**config.mk**
```make
export PLATFORM = sky130hd
export DESIGN_NAME = arx_rx
export DESIGN_NICKNAME = d
export VERILOG_FILES = /design/src/arx_pkg.sv /design/src/arx_sync.sv /design/src/arx_rx.sv
export VERILOG_INCLUDE_DIRS = /design/src
export SDC_FILE = /design/constraint.sdc
export NUM_CORES = 1
export LEC_CHECK = 0
export ABC_AREA = 1
export BUFFER_PORTS_ARGS = -buffer_cell sky130_fd_sc_hd__buf_2
export CAP_MARGIN = 0
export CELL_PAD_IN_SITES_DETAIL_PLACEMENT = 0
export CELL_PAD_IN_SITES_GLOBAL_PLACEMENT = 1
export CORE_AREA = 8 8 106 108
export DETAILED_ROUTE_END_ITERATION = 8
export DIE_AREA = 0 0 114 116
export GPL_TIMING_DRIVEN = 0
export PLACE_DENSITY = 0.75
export SYNTH_ARGS = -nofsm -noshare
export SYNTH_HDL_FRONTEND = slang
export SYNTH_SLANG_ARGS = --single-unit
```
**constraint.sdc**
```tcl
create_clock -name ref_clk -period 3.25 [get_ports ref_clk]
set_clock_uncertainty 0.15 [all_clocks]
set_input_delay 0.1625 -clock ref_clk [delete_from_list [all_inputs] [get_ports ref_clk]]
set_output_delay 0.1625 -clock ref_clk [all_outputs]
set_load 0.05 [all_outputs]
```
**src/arx_params.svh**
```systemverilog
// Constants for the asynchronous receive clock and data recovery block
`ifndef ARX_PARAMS_SVH
`define ARX_PARAMS_SVH
`define ARX_SPB_NORMAL   5'h10
`define ARX_SPB_DOUBLE   5'h08
`define ARX_VOTE_N_FIRST 5'h08
`define ARX_VOTE_D_FIRST 5'h04
`define ARX_BITS_MIN     4'h5
`define ARX_BITS_MAX     4'ha
`define ARX_DIV_RESET    12'h000
`endif

```
**src/arx_pkg.sv**
```systemverilog
// Types shared by the receive recovery block
package arx_pkg;
  typedef enum logic [2:0] {
    ARX_IDLE  = 3'b001,
    ARX_START = 3'b010,
    ARX_DATA  = 3'b100
  } arx_state_e;

  typedef struct packed {
    logic [9:0] data;
    logic       stop_err;
  } arx_frame_s;

  typedef struct packed {
    logic meta;
    logic sync;
  } arx_sync_s;
endpackage

```
**src/arx_sync.sv**
```systemverilog
// Two-flop synchroniser for the serial line
`timescale 1ns/10ps
module arx_sync
  import arx_pkg::*;
(
  input  wire logic ref_clk,
  input  wire logic sys_rst,
  input  wire logic din,
  output logic      dout
);
  arx_sync_s s_q;
  arx_sync_s s_d;

  // Next state: meta feeds only sync
  always_comb begin
    s_d      = s_q;
    s_d.meta = din;
    s_d.sync = s_q.meta;
  end

  // Line idles high, so reset to one
  always_ff @(posedge ref_clk or posedge sys_rst) begin
    if (sys_rst) begin
      s_q <= 2'h3;
    end else begin
      s_q <= s_d;
    end
  end

  assign dout = s_q.sync;
endmodule

```
**src/arx_rx.sv**
```systemverilog
// Receive clock and data recovery with start qualification and voting
`timescale 1ns/10ps
`include "arx_params.svh"
module arx_rx
  import arx_pkg::*;
(
  input  wire logic        ref_clk,
  input  wire logic        sys_rst,
  input  wire logic        serial_rx_line,
  input  wire logic        receiver_enable_bit,
  input  wire logic        double_speed_select,
  input  wire logic [11:0] baud_divisor,
  input  wire logic [3:0]  frame_bits,
  output logic             line_override,
  output logic [9:0]       rx_data,
  output logic             stop_bit_error_flag,
  output logic             rx_done
);
  typedef struct packed {
    arx_state_e  st;
    logic [11:0] div;
    logic [4:0]  smp;
    logic [3:0]  bitn;
    logic [1:0]  votes;
    logic        prev;
    logic [9:0]  shreg;
    logic        ovr;
    arx_frame_s  out;
    logic        done;
  } arx_state_s;

  arx_state_s r_q;
  arx_state_s r_d;
  logic       rx_s;
  logic       tick;
  logic [4:0] spb;
  logic [4:0] vfirst;
  logic [3:0] nbits;
  logic       vote_now;

  // Synchronise the line before anything looks at it
  arx_sync u_sync (
    .ref_clk (ref_clk),
    .sys_rst (sys_rst),
    .din     (serial_rx_line),
    .dout    (rx_s)
  );

  // Majority of three: two votes from earlier samples plus current
  function automatic logic maj3(input logic [1:0] v, input logic c);
    maj3 = ((v + {1'b0, c}) >= 2'h2);
  endfunction

  // Sample tick from the divisor; the receiver's own rate error is only the divisor's rounding
  assign tick   = (r_q.div == 12'h000);
  assign spb    = double_speed_select ? `ARX_SPB_DOUBLE : `ARX_SPB_NORMAL;
  assign vfirst = double_speed_select ? `ARX_VOTE_D_FIRST : `ARX_VOTE_N_FIRST;
  // Out-of-range sizes are clamped so a frame always ends
  assign nbits  = (frame_bits < `ARX_BITS_MIN) ? `ARX_BITS_MIN :
                  (frame_bits > `ARX_BITS_MAX) ? `ARX_BITS_MAX : frame_bits;

  // Recovery state machine; sample counter runs on baud ticks
  always_comb begin
    r_d      = r_q;
    r_d.done = 1'b0;
    r_d.ovr  = receiver_enable_bit;
    if (!receiver_enable_bit) begin
      r_d.st  = ARX_IDLE;
      r_d.div = `ARX_DIV_RESET;
      // Treat the line as idle high, so the first low sample after enable can start a frame
      r_d.prev = 1'b1;
    end else begin
      r_d.div = tick ? baud_divisor : r_q.div - 12'h001;
      if (tick) begin
        r_d.prev = rx_s;
        case (r_q.st)
          ARX_IDLE: begin
            if (r_q.prev && !rx_s) begin
              r_d.st    = ARX_START;
              r_d.smp   = 5'h01;
              r_d.votes = 2'h0;
            end
          end
          ARX_START: begin
            r_d.smp = r_q.smp + 5'h01;
            if (r_d.smp >= vfirst && r_d.smp <= vfirst + 5'h02) begin
              if (r_d.smp == vfirst + 5'h02) begin
                if (maj3(r_q.votes, rx_s)) begin
                  r_d.st   = ARX_IDLE;
                  r_d.prev = 1'b1;
                end else begin
                  r_d.st    = ARX_DATA;
                  // Counter runs on from the centre sample, so bit 0 starts at its own sample 1
                  r_d.bitn  = 4'h0;
                  r_d.votes = 2'h0;
                end
              end else begin
                r_d.votes = r_q.votes + {1'b0, rx_s};
              end
            end
          end
          ARX_DATA: begin
            // Sample number wraps per bit; state number equals sample index
            r_d.smp = (r_q.smp + 5'h01 > spb) ? 5'h01 : r_q.smp + 5'h01;
            if (r_d.smp >= vfirst && r_d.smp < vfirst + 5'h02) begin
              r_d.votes = r_q.votes + {1'b0, rx_s};
            end else if (r_d.smp == vfirst + 5'h02) begin
              r_d.votes = 2'h0;
              if (r_q.bitn == nbits) begin
                // Only the first stop bit is voted; any later stop bits pass as idle line
                r_d.out.stop_err = !maj3(r_q.votes, rx_s);
                r_d.out.data     = r_q.shreg >> (4'ha - nbits);
                r_d.done         = 1'b1;
                r_d.st           = double_speed_select ? ARX_DATA : ARX_IDLE;
                // Edge detector keeps this sample, so a low stop bit cannot fake a start
                r_d.bitn         = double_speed_select ? r_q.bitn + 4'h1 : 4'h0;
              end else begin
                r_d.shreg = {maj3(r_q.votes, rx_s), r_q.shreg[9:1]};
                r_d.bitn  = r_q.bitn + 4'h1;
              end
            end else if (r_q.bitn > nbits && r_d.smp == vfirst + 5'h03) begin
              // Double speed holds off one more sample slot after stop votes
              r_d.st   = ARX_IDLE;
              r_d.bitn = 4'h0;
            end
          end
          default: r_d.st = ARX_IDLE;
        endcase
      end
    end
  end

  // Single state register
  always_ff @(posedge ref_clk or posedge sys_rst) begin
    if (sys_rst) begin
      r_q <= '{st: ARX_IDLE, prev: 1'b1, default: '0};
    end else begin
      r_q <= r_d;
    end
  end

  assign line_override       = r_q.ovr;
  assign rx_data             = r_q.out.data;
  assign stop_bit_error_flag = r_q.out.stop_err;
  assign rx_done             = r_q.done;

  // Vote on the present sample, shared by the checks below
  assign vote_now = maj3(r_q.votes, rx_s);

  // Start rejected when qualifying majority is high
  noise_reject_a: assert property (@(posedge ref_clk) disable iff (sys_rst)
    (r_q.st == ARX_START && tick && r_q.smp == vfirst + 5'h01 && maj3(r_q.votes, rx_s)
      && receiver_enable_bit) |=> r_q.st == ARX_IDLE)
    else $error("noise start not rejected");
  enable_low_a: assert property (@(posedge ref_clk) disable iff (sys_rst)
    !receiver_enable_bit |=> (r_q.st == ARX_IDLE && !rx_done))
    else $error("disable did not stop reception");
  idle_edge_a: assert property (@(posedge ref_clk) disable iff (sys_rst)
    (r_q.st == ARX_IDLE && tick && r_q.prev && !rx_s && receiver_enable_bit)
      |=> (r_q.st == ARX_START && r_q.smp == 5'h01))
    else $error("start qualification not begun");
  sample_range_a: assert property (@(posedge ref_clk) disable iff (sys_rst)
    r_q.st == ARX_DATA |-> r_q.smp <= `ARX_SPB_NORMAL)
    else $error("sample state out of range");
  done_pulse_a: assert property (@(posedge ref_clk) disable iff (sys_rst)
    rx_done |=> !rx_done)
    else $error("done longer than one cycle");
  stop_flag_a: assert property (@(posedge ref_clk) disable iff (sys_rst)
    (r_q.st == ARX_DATA && tick && r_q.bitn == nbits && r_d.smp == vfirst + 5'h02
      && receiver_enable_bit) |=> (rx_done && stop_bit_error_flag == !$past(vote_now)))
    else $error("stop bit flag mismatch");
  normal_rearm_a: assert property (@(posedge ref_clk) disable iff (sys_rst)
    (rx_done && !double_speed_select && !$past(double_speed_select)) |-> r_q.st == ARX_IDLE)
    else $error("normal mode not rearmed");
  double_hold_a: assert property (@(posedge ref_clk) disable iff (sys_rst)
    (rx_done && double_speed_select && $past(double_speed_select)) |-> r_q.st == ARX_DATA)
    else $error("double speed rearmed early");
  override_a: assert property (@(posedge ref_clk) disable iff (sys_rst)
    receiver_enable_bit |=> line_override)
    else $error("override not following enable");
  // Valid start keeps the counter on its centre sample so bit slots stay aligned
  start_align_a: assert property (@(posedge ref_clk) disable iff (sys_rst)
    (r_q.st == ARX_START && tick && r_q.smp == vfirst + 5'h01 && !vote_now && receiver_enable_bit)
      |=> (r_q.st == ARX_DATA && r_q.smp == $past(vfirst) + 5'h02 && r_q.bitn == 4'h0))
    else $error("start not aligned to data recovery");
  // The line reaches the sampler exactly two clocks late, through both flops
  sync_delay_a: assert property (@(posedge ref_clk) disable iff (sys_rst)
    rx_s == $past(serial_rx_line, 2))
    else $error("synchroniser delay wrong");
  // Each tick reloads the divisor, so one sample spans baud_divisor+1 clocks
  tick_reload_a: assert property (@(posedge ref_clk) disable iff (sys_rst)
    (tick && receiver_enable_bit) |=> r_q.div == $past(baud_divisor))
    else $error("sample tick period wrong");
  // Short characters come out right-aligned with the unused top bits zero
  data_align_a: assert property (@(posedge ref_clk) disable iff (sys_rst)
    rx_done |-> (rx_data >> nbits) == 10'h000)
    else $error("unused data bits not zero");
  // Main scenarios: good frame, bad stop, double speed, noise, abort
  frame_ok_c: cover property (@(posedge ref_clk) disable iff (sys_rst) rx_done && !stop_bit_error_flag);
  frame_err_c: cover property (@(posedge ref_clk) disable iff (sys_rst) rx_done && stop_bit_error_flag);
  double_c: cover property (@(posedge ref_clk) disable iff (sys_rst) rx_done && double_speed_select);
  noise_c: cover property (@(posedge ref_clk) disable iff (sys_rst)
    r_q.st == ARX_START && tick && r_q.smp == vfirst + 5'h01 && vote_now);
  abort_c: cover property (@(posedge ref_clk) disable iff (sys_rst) !receiver_enable_bit && r_q.st != ARX_IDLE);
endmodule

```
==> impl_metrics.tcl <==
set metrics [dict create \
    status "completed" \
    path_clk_slew_ns 0.10 \
    post-route-period-util 0.938 \
    gr-usage-all-layers 0.124 \
    clk_latency_ns 0.32 \
    rsz0062_at_grt "no" \
    p_sw_mw 1.31 \
    slew_viol_final 0 \
    grt_pass1_wl_mm 13.6 \
    rows 36 \
    wl_per_cell_microns 11.6 \
    r2r_slack_ns 0.20 \
    worst_slew_pin_slew_ns 0.584 \
    hp-class "in2reg" \
    fmax_ghz 0.328 \
    antenna_found_initial 0 \
    criticalPathCategory "reg2reg" \
    grt_max_degree 30 \
    crit_fanout 10 \
    avgSynthCellArea_sq_um 7.67 \
    place_ws_ns -0.219 \
    worst_r2r_startpoint "r_q[30]" \
    critPathLaunch "r_q[30]" \
    ys_seq_elements 52 \
    cap_violations 0 \
    synth.area.top_cells "dfrtp_1 33%, nand2_1 11%, inv_1 7.7%" \
    final_area_sq_mm 0.00440 \
    power.leakage_nw 2.15 \
    final_cell_mix "109 x nand2_1, 75 x inv_1, 45 x dfrtp_1" \
    holdPathEnd "rx_data[9]" \
    switching_share 0.453 \
    drtPass1Iterations 4 \
    root_buffer "clkbuf_8" \
    cts_tree "built" \
    synth_top_area_frac 0.326 \
    power_density_mw_per_mm2 658 \
    fin_ws_ns 0.203 \
    endpoint_kind "register" \
    ios 34 \
    rr_worst_depth 17 \
    ys_seq_area_frac 0.354 \
    num_vias 3108 \
    internal-power_mw 1.58 \
    placed_cell_area_sq_mm 0.00404 \
    min-delay-start "frame_bits[0]" \
    seq_power_share 0.299 \
    synthDistinctLibCells 44 \
    clk_path_buf_depth 2 \
    area_growth_pct 19.1 \
    viasPerCell 4.62 \
    initial_core_util 0.386 \
    drcViolationCount 0 \
    final_common_cell "nand2_1" \
    fin_util 0.460 \
    rr_endpoint "rx_data[2]" \
    grt_pass1_vias 3042 \
    busiest_layer "met2" \
    gp_congestion 0.832 \
    syn_area_sq_mm 0.00369 \
    combPwrFrac 0.539 \
    ant_nets 0 \
    layout.nets 576 \
    htreeDepth 2 \
    dr.first_iter.drc_count 120 \
    grt.overflow.total 0 \
    hpwl_mm 5.95 \
    cts_made_buffers 5 \
    ir_drop_mv 0.280 \
    gr-usage-met3 0.0245 \
    hold_depth 4 \
    die_w_microns 114 \
    synth.net_count 518 \
    crit_arrival_ns 3.12 \
    critPathLaunchType "register" \
    period_needed_ns 3.05 \
    critical_path_required_ns 3.32 \
    grt.met2_usage 0.215 \
    use_met1 0.154 \
    yosysWarnings 0 \
    drive_gt1_frac 0.241 \
    portBuffers 33 \
    setup_viol_count_final 0 \
    clkPwrFrac 0.163 \
    n_antenna_cell 0 \
    synth_area_leader_cell "dfrtp_1" \
    numClockSinks 52 \
    relSlewSlack 0.609 \
    die_h_microns 116 \
    syn_inst 481 \
    routed_wl_mm 7.79 \
    hold_viol_final 0 \
    coreArea_sq_mm 0.00955 \
    p_total_mw 2.89 \
    die-area_sq_mm 0.0132 \
]
state kept, by name, indices dropped and copies added, names as in the netlist:
name and flops:
r_q 37, stop_bit_error_flag 1, rx_done 1, rx_data 10, line_override 1, u_sync.dout 1
u_sync.s_d 1
routing by layer:
| metal | vias to the layer above | routed length, microns | share of wire |
|---|---|---|---|
| met5 | - | 0 | 0 |
| met3 | 6 | 331 | 0.043 |
| met2 | 48 | 3630 | 0.47 |
| met4 | 0 | 71 | 0.0091 |
| li1 | 1636 | - | - |
| met1 | 1418 | 3760 | 0.48 |
synth_stat cells, drive strengths merged:
| master | number |
|---|---|
| nor4 | 2 |
| o21a | 2 |
| nand2 | 128 |
| clkinv | 2 |
| nand4 | 9 |
| a21oi | 12 |
| inv | 85 |
| nor3 | 5 |
| o31ai | 3 |
| a31oi | 3 |
| dfstp | 4 |
| a21o | 1 |
| nor4b | 1 |
| nand3 | 32 |
| xnor2 | 3 |
| o211ai | 2 |
| o21ai | 53 |
| nand3b | 1 |
| dfrtp | 48 |
| xor2 | 9 |
| nor2 | 31 |
| o21bai | 1 |
| or2 | 2 |
| clkbuf | 4 |
| ha | 16 |
| buf | 18 |
| a22o | 4 |
layout make-up:
class / instances / area (sq um)
clock inverter: 3 / 46.3
timing repair buffer: 51 / 350
inverter: 87 / 327
fill: 995 / 5150
multi-input combinational: 320 / 1970
sequential: 52 / 1310
buffer: 22 / 159
clock buffer: 5 / 68.8
tap: 133 / 166
worst max-delay path, cell delays in order, from the launching register on:
cell	delay [ns]
dfrtp_2	0.46
ha_4	0.18
nand4_1	0.13
nand2_4	0.11
ha_4	0.29
nand2_2	0.06
nor2_4	0.12
nand2_4	0.07
nand2_8	0.10
nand2_2	0.08
ha_4	0.28
nand2_4	0.06
nor2_4	0.13
nand4_4	0.13
nand3b_4	0.23
buf_6	0.17
o21ai_1	0.14
inv_2	0.04
worst max-delay path by stage:
| stage | end | slack [ns] | cells past startpoint |
|---|---|---|---|
| floorplan | rx_data[1] | 0.13 | 18 |
| global placement | rx_data[5] | -0.15 | 18 |
| detailed placement | rx_data[1] | -0.22 | 18 |
| CTS | rx_data[5] | 0.002 | 18 |
| global route | rx_data[4] | 0.02 | 18 |
| finish | rx_data[2] | 0.20 | 17 |
stage by stage:
step	setup TNS [ns]	std cells	hold WS [ns]
floorplan	0	481	0.0170
global placement	-1.89	647	0.130
detailed placement	-3.11	648	0.0808
CTS	0	673	0.0641
global route	0	673	0.0861
finish	0	673	0.0813
power by group through the flow:
stage / Clock (mW) / Sequential, mW / Combinational, mW
6_report: 0.470 / 0.863 / 1.56
5_1_grt: 0.512 / 0.880 / 1.76
4_1_cts: 0.493 / 0.860 / 1.51
3_5_place_dp: 0 / 0.874 / 1.45
3_3_place_gp: 0 / 0.870 / 1.42
2_1_floorplan: 0 / 0.855 / 1.20
logic make-up (layout without fill, tap and decap cells):
logic type | Yosys count | count (layout) | share of synthesized area
compound gates | 81 | 81 | 0.133
xor+xnor | 12 | 12 | 0.0336
fa+ha+maj | 16 | 16 | 0.0543
buf+inv | 109 | 168 | 0.129
flops | 52 | 52 | 0.354
simple gates | 211 | 211 | 0.296
what timing repair did:
item / 4_1_cts / 5_1_grt
gates resized for setup: 5 / 12
pin swaps: 1 / 3
setup buffers: 2 / 0
endpoints found under the hold margin: 33 / 0
setup endpoints to repair: 23 / 31
hold buffers: 15 / 0
No activity file was read; power rests on OpenSTA's default activity.
